<file path="config.mk">
export PLATFORM = sky130hd
export DESIGN_NAME = vbl_bias_table
export DESIGN_NICKNAME = d
export VERILOG_FILES = /design/src/rtl/vbl_pkg.sv /design/src/rtl/vbl_bias_table.sv /design/src/rtl/vbl_band_decode.sv
export SDC_FILE = /design/constraint.sdc
export NUM_CORES = 1
export LEC_CHECK = 0
export BUFFER_PORTS_ARGS = -buffer_cell sky130_fd_sc_hd__buf_2
export CORE_MARGIN = 1.5
export CORE_UTILIZATION = 59
export CTS_CLUSTER_SIZE = 12
export DETAILED_ROUTE_END_ITERATION = 7
export PLACE_DENSITY = 0.8
export SYNTH_ARGS = -nofsm -noshare
export SYNTH_HDL_FRONTEND = slang
export SYNTH_SLANG_ARGS = --single-unit
</file>
<file path="constraint.sdc">
create_clock -name clk -period 8.9 [get_ports clk]
set_clock_uncertainty 0.2 [all_clocks]
set_input_delay 1.78 -clock clk [delete_from_list [all_inputs] [get_ports clk]]
set_output_delay 1.78 -clock clk [all_outputs]
set_load 0.02 [all_outputs]
</file>
<file path="src/rtl/vbl_pkg.sv">
// Purpose: Shared constants for the oscillator bias lookup table
// Assumes: Byte-wide register port fed by the serial interface
// Notes:   Offsets are the serial register addresses
package vbl_pkg;
    localparam int ADDR_W     = 12;
    localparam int DATA_W     = 8;
    localparam int CODE_W     = 6;
    localparam int BAND_W     = 9;
    localparam int BIN_W      = 4;
    localparam int IDX_W      = 4;
    localparam int CORE0_BINS = 9;
    localparam int CORE1_BINS = 3;
    localparam int NUM_ENTRY  = CORE0_BINS + CORE1_BINS;

    // Register offsets, core 0 entries first, then core 1
    localparam logic [11:0] FIRST_CORE_BIAS_ENTRY_0  = 12'h100;
    localparam logic [11:0] FIRST_CORE_BIAS_ENTRY_1  = 12'h101;
    localparam logic [11:0] FIRST_CORE_BIAS_ENTRY_2  = 12'h102;
    localparam logic [11:0] FIRST_CORE_BIAS_ENTRY_3  = 12'h103;
    localparam logic [11:0] FIRST_CORE_BIAS_ENTRY_4  = 12'h104;
    localparam logic [11:0] FIRST_CORE_BIAS_ENTRY_5  = 12'h105;
    localparam logic [11:0] FIRST_CORE_BIAS_ENTRY_6  = 12'h106;
    localparam logic [11:0] FIRST_CORE_BIAS_ENTRY_7  = 12'h107;
    localparam logic [11:0] FIRST_CORE_BIAS_ENTRY_8  = 12'h108;
    localparam logic [11:0] SECOND_CORE_BIAS_ENTRY_0 = 12'h109;
    localparam logic [11:0] SECOND_CORE_BIAS_ENTRY_1 = 12'h10A;
    localparam logic [11:0] SECOND_CORE_BIAS_ENTRY_2 = 12'h10B;

    // Bias code field sits in bits [5:0], bits [7:6] are reserved
    localparam int          CODE_LSB   = 0;
    localparam logic [5:0]  CODE_RESET = 6'h00;
    localparam logic [7:0]  UNMAPPED_RD = 8'h00;

    // Lower edges of band ranges 1..8; range 0 starts at band 0
    localparam logic [8:0] EDGE_1 = 9'h010;
    localparam logic [8:0] EDGE_2 = 9'h020;
    localparam logic [8:0] EDGE_3 = 9'h040;
    localparam logic [8:0] EDGE_4 = 9'h080;
    localparam logic [8:0] EDGE_5 = 9'h0C0;
    localparam logic [8:0] EDGE_6 = 9'h100;
    localparam logic [8:0] EDGE_7 = 9'h140;
    localparam logic [8:0] EDGE_8 = 9'h1A0;
    localparam logic [8:0] BAND_EDGES [1:8] = '{EDGE_1, EDGE_2, EDGE_3, EDGE_4,
                                                EDGE_5, EDGE_6, EDGE_7, EDGE_8};
endpackage : vbl_pkg

</file>
<file path="src/rtl/vbl_bias_table.sv">
// Purpose: Writable oscillator bias lookup table with automatic application
// Assumes: Register port is driven synchronously by the serial front end
// Notes:   Core 1 ranges above band 63 hold no entry here; output then invalid
`timescale 1ns/100ps

module vbl_bias_table (
    input  wire logic                         clk,
    input  wire logic                         rst_n,
    input  wire logic [vbl_pkg::ADDR_W-1:0]   regAddr,
    input  wire logic                         regWrEn,
    input  wire logic [vbl_pkg::DATA_W-1:0]   regWrData,
    input  wire logic                         regRdEn,
    output logic      [vbl_pkg::DATA_W-1:0]   regRdData,
    input  wire logic [vbl_pkg::BAND_W-1:0]   calBand,
    input  wire logic                         calCore,
    output logic      [vbl_pkg::CODE_W-1:0]   biasCode,
    output logic                              biasValid
);
    logic [1:0]                       rstPipe_q;
    logic                             rstSync_n;
    logic [vbl_pkg::CODE_W-1:0]       entry_q [vbl_pkg::NUM_ENTRY];
    logic [vbl_pkg::BIN_W-1:0]        binIdx;
    logic                             wrHit;
    logic [vbl_pkg::IDX_W-1:0]        wrIdx;
    logic                             rdHit;
    logic [vbl_pkg::IDX_W-1:0]        rdIdx;
    logic                             lkHit;
    logic [vbl_pkg::IDX_W-1:0]        lkIdx;
    logic [vbl_pkg::DATA_W-1:0]       regRdData_q;
    logic [vbl_pkg::CODE_W-1:0]       biasCode_q;
    logic                             biasValid_q;

    // Register offset to table slot; used by both the write and read paths
    function automatic logic [4:0] addrDecode(input logic [vbl_pkg::ADDR_W-1:0] a);
        logic [vbl_pkg::ADDR_W-1:0] rel;
        rel = a - vbl_pkg::FIRST_CORE_BIAS_ENTRY_0;
        if (a >= vbl_pkg::FIRST_CORE_BIAS_ENTRY_0 && a <= vbl_pkg::SECOND_CORE_BIAS_ENTRY_2) begin
            addrDecode = {1'b1, rel[vbl_pkg::IDX_W-1:0]};
        end else begin
            addrDecode = 5'h00;
        end
    endfunction : addrDecode

    // Reset release through two flops
    always_ff @(posedge clk or negedge rst_n) begin
        if (!rst_n) begin
            rstPipe_q <= 2'b00;
        end else begin
            rstPipe_q <= {rstPipe_q[0], 1'b1};
        end
    end
    assign rstSync_n = rstPipe_q[1];

    assign {wrHit, wrIdx} = addrDecode(regAddr);
    assign {rdHit, rdIdx} = addrDecode(regAddr);

    // Table storage, one flop group per entry
    generate
        for (genvar g = 0; g < vbl_pkg::NUM_ENTRY; g++) begin : gEntry
            always_ff @(posedge clk or negedge rstSync_n) begin
                if (!rstSync_n) begin
                    entry_q[g] <= vbl_pkg::CODE_RESET;
                end else if (regWrEn && wrHit && wrIdx == vbl_pkg::IDX_W'(g)) begin
                    // Reserved bits are dropped at the write
                    entry_q[g] <= regWrData[vbl_pkg::CODE_LSB +: vbl_pkg::CODE_W];
                end
            end
        end
    endgenerate

    // Read path: data held until the next read; read before write in the same cycle
    always_ff @(posedge clk or negedge rstSync_n) begin
        if (!rstSync_n) begin
            regRdData_q <= vbl_pkg::UNMAPPED_RD;
        end else if (regRdEn) begin
            if (rdHit) begin
                regRdData_q <= {2'b00, entry_q[rdIdx]};
            end else begin
                regRdData_q <= vbl_pkg::UNMAPPED_RD;
            end
        end
    end
    assign regRdData = regRdData_q;

    vbl_band_decode uBand (
        .bandIndex (calBand),
        .binIdx    (binIdx)
    );

    // Core 1 entries follow the nine core 0 entries
    always_comb begin
        lkHit = 1'b1;
        lkIdx = binIdx;
        if (calCore) begin
            lkHit = (binIdx < vbl_pkg::BIN_W'(vbl_pkg::CORE1_BINS));
            lkIdx = vbl_pkg::IDX_W'(binIdx + vbl_pkg::BIN_W'(vbl_pkg::CORE0_BINS));
        end
    end

    // Applied code is registered so the analog bias sees no decode glitches
    always_ff @(posedge clk or negedge rstSync_n) begin
        if (!rstSync_n) begin
            biasCode_q  <= vbl_pkg::CODE_RESET;
            biasValid_q <= 1'b0;
        end else begin
            biasValid_q <= lkHit;
            if (lkHit) begin
                biasCode_q <= entry_q[lkIdx];
            end else begin
                biasCode_q <= vbl_pkg::CODE_RESET;
            end
        end
    end
    assign biasCode  = biasCode_q;
    assign biasValid = biasValid_q;
endmodule : vbl_bias_table

</file>
<file path="src/rtl/vbl_band_decode.sv">
// Purpose: Maps a 9-bit band index onto its bias table range
// Assumes: Band edges are ascending
// Notes:   Purely combinational
`timescale 1ns/100ps
module vbl_band_decode (
    input  wire logic [vbl_pkg::BAND_W-1:0] bandIndex,
    output logic      [vbl_pkg::BIN_W-1:0]  binIdx
);
    // Count the edges at or below the band: gives the range number directly
    always_comb begin
        binIdx = '0;
        for (int k = 1; k <= 8; k++) begin
            if (bandIndex >= vbl_pkg::BAND_EDGES[k]) begin
                binIdx = vbl_pkg::BIN_W'(k);
            end
        end
    end
endmodule : vbl_band_decode

</file>
### Word level (Yosys, flattened, before mapping)

Index checks and enable logic that the tools add are counted.

| word-level totals | value |
|---|---|
| input bits | 34 |
| output and inout port bits | 15 |
| bits in registers | 89 |
| word-level logic and storage cells | 78 |

| operators by class | value |
|---|---|
| add/subtract/negate cells | 2 |
| equal/unequal tests | 11 |
| magnitude comparators | 13 |
| reductions and logical operators | 15 |
| bitwise operators | 2 |
| mux-type cells | 19 |

Operators with widths:

| kind | number |
|---|---|
| binary-select mux 6 bit (select 4 bit) | 2 |
| two-way mux 6 bit | 6 |
| greater-or-equal comparator 9 bit (second input constant) | 3 |
| greater-or-equal comparator 9 x 8 -> 1 bit (second input constant) | 2 |
| equality test 4 x 3 -> 1 bit (second input constant) | 4 |
| equality test 4 bit (second input constant) | 4 |
| logical AND 1 bit | 14 |
| greater-or-equal comparator 12 x 9 -> 1 bit (second input constant) | 1 |
| less-or-equal comparator 12 x 9 -> 1 bit (second input constant) | 1 |
| two-way mux 3 bit | 4 |
| greater-or-equal comparator 5 bit (second input constant) | 2 |
| inverter 4 -> 5 bit | 2 |
| greater-or-equal comparator 9 x 5 -> 1 bit (second input constant) | 1 |
| greater-or-equal comparator 9 x 6 -> 1 bit (second input constant) | 1 |
| greater-or-equal comparator 9 x 7 -> 1 bit (second input constant) | 1 |
| equality test 4 x 2 -> 1 bit (second input constant) | 2 |
| two-way mux 4 bit | 2 |
| two-way mux 5 bit | 1 |
| adder 4 bit (second input constant) | 1 |
| equality test 4 x 1 -> 1 bit (second input constant) | 1 |
| logical NOT 4 bit | 1 |
| less-than comparator 4 x 2 -> 1 bit (second input constant) | 1 |
| two-way mux 2 bit | 2 |
| subtractor 4 x 1 -> 4 bit (second input constant) | 1 |
| two-way mux 1 bit | 2 |

### Depth between registers and ports, before layout

Gate-level depths: netlist of run 1.

| depth | value |
|---|---|
| depth in word-level cells | 16 |
| depth in mapped cells | 11 |
| mapped depth without buffers | 9 |

### Hierarchy

Synthesis of run 1 repeated with hierarchy kept, for this count alone.

| second synthesis, totals | value |
|---|---|
| cells, all modules | 349 |
| area, all modules | 4798.4 µm² |

Modules (own cells, without submodules):

| module | sequential area each (µm²) | area an instance (µm²) | times used | cells an instance |
|---|---|---|---|---|
| vbl_bias_table | 2177.1 | 4728.3 | 1 | 338 |
| vbl_band_decode | 0.0 | 70.1 | 1 | 11 |

### Worst setup path before layout of run 1

Ideal clock, no wire load.

| timing | value |
|---|---|
| path kind | input -> register |
| from | in calBand[6] in the netlist's numbering |
| to | reg biasCode_q (netlist bit biasCode[3]) |
| required time | 8.614 ns |
| arrival time | 3.749 ns |
| setup time | 0.086 ns |
| stages on the path | 11 |
| buffers on the path | 2 |
| setup slack | 4.865 ns |
| cells stage by stage | buf_6 > or2_1 > a21oi_1 > ha_1 > clkbuf_1 > or3_1 > a21oi_1 > a311oi_1 > nand2b_1 > o22ai_1 > nor3_1 |

| on the way | value |
|---|---|
| word-level cells in the longest chain between the ends | 16 |
| elaborated cells between the ends (all ways) | 25 |

Ends and longest elaborated chain:

| item | RTL line | text |
|---|---|---|
| from (decl) | vbl_bias_table.sv:14 | `input wire logic [vbl_pkg::BAND_W-1:0] calBand,` |
| greater-or-equal comparator 9 x 5 -> 1 bit | vbl_band_decode.sv:13 | `if (bandIndex >= vbl_pkg::BAND_EDGES[k]) begin` |
| two-way mux 1 bit | vbl_band_decode.sv:13 |  |
| two-way mux 2 bit (2 in series) | vbl_band_decode.sv:13 |  |
| two-way mux 3 bit (4 in series) | vbl_band_decode.sv:13 |  |
| two-way mux 4 bit (*) | vbl_band_decode.sv:13 |  |
| adder 4 bit | vbl_bias_table.sv:96 | `lkIdx = vbl_pkg::IDX_W'(binIdx + vbl_pkg::BIN_W'(vbl_pkg::CORE0_BINS));` |
| two-way mux 4 bit | vbl_bias_table.sv:94 | `if (calCore) begin` |
| inverter 4 -> 5 bit (not written as such) | vbl_bias_table.sv:108 | `biasCode_q <= entry_q[lkIdx];` |
| binary-select mux 6 bit (select 4 bit) | vbl_bias_table.sv:108 |  |
| two-way mux 6 bit (not written as such) (2 in series) | vbl_bias_table.sv:108 |  |
| two-way mux 6 bit (*) | vbl_bias_table.sv:107 | `if (lkHit) begin` |
| to (signal assigned) | vbl_bias_table.sv:103 | `biasCode_q <= vbl_pkg::CODE_RESET;` |
| to (signal assigned) | vbl_bias_table.sv:108 |  |
| to (signal assigned) | vbl_bias_table.sv:110 | `biasCode_q <= vbl_pkg::CODE_RESET;` |
| to (decl) | vbl_bias_table.sv:30 | `logic [vbl_pkg::CODE_W-1:0] biasCode_q;` |

Mark *: on every way between the ends. The rest lies on a longest branch, timed or not. The select of a mux whose other input is x is not followed.
A chain may end at the register's enable or synchronous reset.

### Final worst setup path of run 1

| timing | value |
|---|---|
| from | in calBand[7] in the netlist's numbering |
| to | reg biasCode_q (netlist bit biasCode[0]) |

Same word-level chain as after synthesis.

==> impl_metrics.ini, run 1 <==
[setup_path]
start_kind = primary input
critPathLaunch = calBand[7]
slowest_delay_ns = 0.92
cpMaxStageDelayCell = a311oi_1
crit_buf_inv = 1
cp-end-kind = register
critical_path_peak_fanout = 11
critPathTopFamily = compound AO/OA/AOI/OAI gates
critPathKind = primary input to register
timing.rr.start = entry_q[39]$_DFFE_PN0P_
cp_cell_sequence = buf_2 > nor4bb_1 > a211o_2 > ha_1 > or3_1 > a21oi_1 > a311oi_1 > nand2b_1 > o22ai_1 > nor3_1
cp.arrival_ns = 4.55
cp.required_ns = 8.98

[layout]
post-route-util = 0.6643
final_common_cell = dfrtp_1
layout-drive-gt1-share = 0.1963
num_antenna_cells = 0
final_area_um2 = 5186
final_cell_mix = dfrtp_1 (86), mux2_1 (77), buf_2 (40), mux2i_1 (25), nand2_1 (18)
synthToLayoutAreaGrowth_pct = 7.746
fin_nets = 463

[power_and_ir_drop]
clkPwrFrac = 0.353
comb_power_share = 0.127
switching_share = 0.2787
internal-power_uw = 571.3
powerDensity_nw_per_um2 = 152.7
seqPwrFrac = 0.520
peakVddDrop_mv = 0.1072
p_switching_uw = 220.8
p_leak_uw = 0.002573

[yosys]
synthFlopType = dfrtp_1
ys_async_sr_fraction = 1.000
syn_avg_cell_area_um2 = 11.97
synth-edff-count = 0
synthAdderAreaFrac = 0.002599
yosysSeqAreaShare = 0.4523
synth_top_family_by_area = multiplexers
synth_xor_area_frac = 0.007538
ys_seq_elements = 87
syn_inst = 402
synth_compound_area_frac = 0.1087
synth_cell_types = 53
netlist_area_um2 = 4813
yosys_warnings = 0
synthSimpleGateAreaFrac = 0.08110
synth.area.mux_share = 0.3015

[timing]
rsz0062_at_grt = false
setup_violations = 0
min_period_ns = 4.474
slew_headroom = 0.2277
hold_viol_final = 0
timing_worst_slew_pin_value_ns = 1.151
fin_crit_sh = 0.5027
setup_tns_ns = 0
timing.hold.ws_ns = 0.1631
drv_slew = 0
fmax_ghz = 0.2235

[global_routing]
track_usage = 0.2816
grt_pass1_vias = 3530
grt_max_degree = 86
gr-total-overflow = 0
grt_pass1_wl_um = 18290
antenna_found_initial = 0

[die]
start_util = 0.6165
die_w_um = 93.33
rows = 32
die_h_um = 93.33
dieArea_um2 = 8710
io_pins = 49
core_um2 = 7807

[clock_network]
cts_resized = 0
clockBufferDepth = 2
cts_hold_buf = 0
clock_latency_ns = 0.37
root_buffer = clkbuf_8
clkSinkCount = 87
clkTransAtPathRegs_ns = 0.09
cts_max_level = 3
post_cts_buffers = 0
cts_tree = yes
cts_buffers = 9

[routing]
drc = 0
routed-via-count = 3491
wirelength_um = 11430
detail-route-antenna-nets = 0
drtPass1Iterations = 5
avgViaCountPerCell = 6.525
drt-wirelength-per-cell_um = 21.36
drt_iter0_drc = 303

[run_status]
status = completed

[placement]
hpwl_um = 7737
gp_congestion = 0.8738
portBuffers = 40
dpl_cell_area_um2 = 4990

[min_path]
hold_path.class = register to register
min_from = rstPipe_q[0]$_DFF_PN0_

[run]
cap_violations = 0
layer usage:
metal | wire length (um) | track usage | vias to the layer above
met3 | 613 | 0.04634 | 29
met4 | 304 | 0.1149 | 0
met2 | 5817 | 0.4632 | 132
met5 | 0 | 0 | -
li1 | - | - | 1549
met1 | 4694 | 0.3715 | 1781
power groups by stage:
stage	clock, uW	sequential, uW	combinational [uW]
after floorplan	0	422	71.5
after global placement	0	420	97.7
after detailed placement	0	420	99.8
after CTS	281	412	100
after global routing	300	414	107
final	280	412	101
state kept, by name, summed over array words and instances, names as in the netlist:
name	flops
biasCode	6
biasValid	1
entry_q	72
regRdData	6
rstPipe_q	2
Yosys cell counts (all sizes together), types with 2 or more instances:
cell / number / area (um^2)
o22ai: 10 / 62.56
o221ai: 4 / 35.03
nor2b: 2 / 12.51
a41o: 2 / 20.02
nand2: 18 / 67.56
mux4: 12 / 277.8
and3: 3 / 18.77
or2: 4 / 25.03
a31oi: 6 / 37.54
a211oi: 4 / 30.03
dfrtp: 87 / 2177
nand3: 5 / 25.02
o21ai: 22 / 110.1
a211o: 2 / 18.77
a21oi: 7 / 35.03
mux2i: 25 / 250.2
clkbuf: 14 / 52.55
nor2: 23 / 106.4
o221a: 6 / 67.56
nand2b: 6 / 37.54
nor3: 9 / 45.04
buf: 14 / 121.4
o211ai: 4 / 30.03
conb: 2 / 7.510
mux2: 82 / 923.4
nor4b: 2 / 23.77
xor2: 2 / 36.29
a221o: 2 / 20.02
inv: 11 / 41.29
logic make-up (layout without fill, tap and decap cells):
logic type	after synthesis	in the layout
xor gates and xnor gates	2	2
and+or+nand+nor	76	76
AOI/OAI and AO/OA	76	76
muxes	119	119
other	2	3
buffers and inverters	39	69
DFF	87	87
adders and majority gates	1	1
through the flow:
stage | total power, uW | std cells | worst slack (ns)
finish | 792.1 | 535 | 4.426
global route | 821.5 | 535 | 4.242
CTS | 793.3 | 535 | 4.489
detailed placement | 520.0 | 519 | 4.120
global placement | 517.4 | 519 | 4.187
floorplan | 493.9 | 403 | 4.865
worst paths after layout:
kind | slack [ns] | to | cells after the start
max | 4.43 | biasCode[0]$_DFF_PN0_ | 10
min | 0.16 | rstPipe_q[1]$_DFF_PN0_ | 0
max reg2reg | 7.25 | regRdData[3]$_DFFE_PN0P_ | 4
min reg2reg | 0.16 | rstPipe_q[1]$_DFF_PN0_ | 0
max in group asynchronous | 7.42 | rstPipe_q[1]$_DFF_PN0_ | 1
min in group asynchronous | 0.31 | entry_q[34]$_DFFE_PN0P_ | 0
final cells by class:
| class | instances | area, um^2 |
|---|---|---|
| tap | 102 | 127.6 |
| inverter | 11 | 41.29 |
| clock inverter | 6 | 68.82 |
| clock buffer | 10 | 127.6 |
| multi-input combinational | 277 | 2425 |
| timing repair buffer | 42 | 215.2 |
| fill | 598 | 2621 |
| sequential | 87 | 2181 |
Power figures use the tool's default switching activity.
==> run 2: changes to the inputs <==
- ABC_AREA: default -> 1
- CORE_UTILIZATION: 59 -> 54
- PLACE_DENSITY: 0.8 -> 0.77
- clock period: 8.9 -> 3.8 ns (I/O delays scaled with it)
==> run 2 against run 1 <==
  * Via count increased by 37%
  * Global-route usage rose by 0.50 points
  * Critical path depth grew 5
  * Hold slack improved by 0.00089 ns
  * Combinational power rose to 2.7 times the previous value
  * First-iteration DRC count increased by 69%
  * Die area increased by 17%
  * Register-to-register slack got worse by 4.9 ns
  * Cell area grew 6.4%
  * Critical endpoint is now biasCode[5]$_DFF_PN0_
==> impl_metrics.ini, run 2 <==
[power_and_ir_drop]
finalPower_uw = 1838
p_leak_uw = 0.002718
powerDensity_nw_per_um2 = 333.2
peakVddDrop_mv = 0.2239

[setup_path]
cp.required_ns = 3.84
slowest_delay_ns = 0.36
cp_common_cell = nor2_1
critical_path_peak_fanout = 12
start_kind = primary input
cp_cell_sequence = buf_2 > nand2_1 > inv_2 > nor2_1 > nand2_2 > nand2_2 > inv_1 > ha_1 > nand2_1 > xor2_2 > inv_1 > nand2_1 > nor2_1 > nor2_1 > nor2_1
cp.arrival_ns = 2.91
cpMaxStageDelayCell = xor2_2
cp-end-kind = register
critPathKind = primary input to register

[die]
die_h_um = 100.9
rows = 35
dieArea_um2 = 10170
core_um2 = 9284
start_util = 0.5571
io_pins = 49
die_w_um = 100.9

[layout]
final_cell_mix = nand2_1 (268), dfrtp_1 (86), nand3_1 (71), o21ai_1 (69), inv_1 (59)
synthToLayoutAreaGrowth_pct = 6.652
final_common_cell = nand2_1
largest_reg_flops = 72
largest_register = entry_q
fin_nets = 776
layout-drive-gt1-share = 0.1314
num_antenna_cells = 0
stdcell_count = 875

[clock_network]
root_buffer = clkbuf_8
cts_tree = yes
cts_resized = 0
clkSinkCount = 87
clock_latency_ns = 0.36
clockBufferDepth = 2
cts_buffers = 9
cts_max_level = 3
clkTransAtPathRegs_ns = 0.08

[global_routing]
grt_max_degree = 86
grt_pass1_wl_um = 22330
gr-total-overflow = 0
track_usage = 0.2866
grt_pass1_vias = 4531
antenna_found_initial = 0

[routing]
routed-via-count = 4777
avgViaCountPerCell = 5.459
drtPass1Iterations = 5
drt_iter0_drc = 512
drt-wirelength-per-cell_um = 15.06
wirelength_um = 13180
drc = 0
detail-route-antenna-nets = 0

[placement]
hpwl_um = 8985
dp_worst_setup_slack_ns = 0.5791
gp_congestion = 0.9542
portBuffers = 40
place_inst = 858

[yosys]
synth-edff-count = 0
syn_inst = 726
netlist_area_um2 = 5172
synth_common_cells = nand2_1 (268), dfrtp_1 (87), nand3_1 (71)
ys_seq_elements = 87
syn_avg_cell_area_um2 = 7.125
yosysSeqAreaShare = 0.4209
ys_async_sr_fraction = 1.000
synth_area_leaders = dfrtp_1 (42%), nand2_1 (19%), nand3_1 (6.9%)
synth_cell_types = 33
synth_top_area_cell = dfrtp_1
synthFlopType = dfrtp_1
synth_top_area_frac = 0.4209
yosys_warnings = 0
synth.most_common_cell = nand2_1

[timing]
worst_slack_ns = 0.9294
fin_crit_sh = 0.7554
timing_worst_slew_pin_value_ns = 1.072
drv_slew = 0
min_period_ns = 2.871
slew_headroom = 0.2855
rsz0062_at_grt = false
setup_violations = 0
setup_tns_ns = 0
fmax_ghz = 0.3484
hold_viol_final = 0

[run]
cap_violations = 0

[min_path]
hold_path.class = register to register

[run_status]
status = completed
[run 2: path summary, 6_finish.rpt]
check | cells after the start | startpoint | slack (ns) | endpoint
worst max-delay path | 15 | calBand[8] | 0.93 | biasCode[5]$_DFF_PN0_
worst min-delay path | 0 | rstPipe_q[0]$_DFF_PN0_ | 0.16 | rstPipe_q[1]$_DFF_PN0_
worst max register to register | 0 | rstPipe_q[1]$_DFF_PN0_ | 2.38 | entry_q[24]$_DFFE_PN0P_
worst min register to register | 0 | rstPipe_q[0]$_DFF_PN0_ | 0.16 | rstPipe_q[1]$_DFF_PN0_
max in group asynchronous | 0 | rstPipe_q[1]$_DFF_PN0_ | 2.38 | entry_q[24]$_DFFE_PN0P_
min in group asynchronous | 0 | rstPipe_q[1]$_DFF_PN0_ | 0.35 | entry_q[5]$_DFFE_PN0P_
[run 2: through the flow]
stage | instance area (um^2) | util | hold slack (ns)
final | 5517 | 0.5942 | 0.1640
after global routing | 5517 | 0.5942 | 0.1821
after detailed placement | 5324 | 0.5735 | 0.1373
after floorplan | 5176 | - | 0.1312
after CTS | 5517 | 0.5942 | 0.1667
after global placement | 5324 | 0.5735 | 0.1424
[run 2: routing by layer]
layer,share of wire,global-route usage,wire length [um],vias to the layer above
met5,0,0,0,-
met4,0.022,0.1073,290,0
met3,0.084,0.03953,1113,28
met2,0.47,0.4631,6178,219
met1,0.42,0.3944,5595,2204
li1,-,-,-,2326
[run 2: cell families (layout without fill, tap and decap cells)]
logic type,after synthesis,after routing,share of synthesized area
other,2,3,0.001452
adders and majority gates,1,1,0.002419
buffers and inverters,107,126,0.09507
and+or+nand+nor,414,414,0.3602
DFF,87,87,0.4209
xor gates and xnor gates,1,1,0.003146
AOI/OAI and AO/OA,114,114,0.1168
[run 2: area by class of cell]
cell class                      count  area (um^2)
Sequential cell                    87         2181
Tap cell                          129        161.4
Inverter                           65        244.0
Clock buffer                       11        141.4
Fill cell                         907         3767
Timing Repair Buffer               45        240.2
Multi-Input combinational cell    533         2507
Clock inverter                      5        41.29
[run 2: critical path: cells and delay by family]
family        cells  cell delay [ns]
xor+xnor          1             0.36
buf+inv           4             0.58
simple gates      9             0.99
fa+ha+maj         1             0.20
[run 2: power breakdown]
part | internal (uW) | switching (uW)
clock | 260 | 337
sequential | 943 | 24.6
combinational | 82.3 | 191
total | 1290 | 553
[run 2: what timing repair did]
action | in CTS | in global routing
hold buffers | 1 | 0
hold endpoints to repair | 2 | 0
setup buffers | 0 | 0
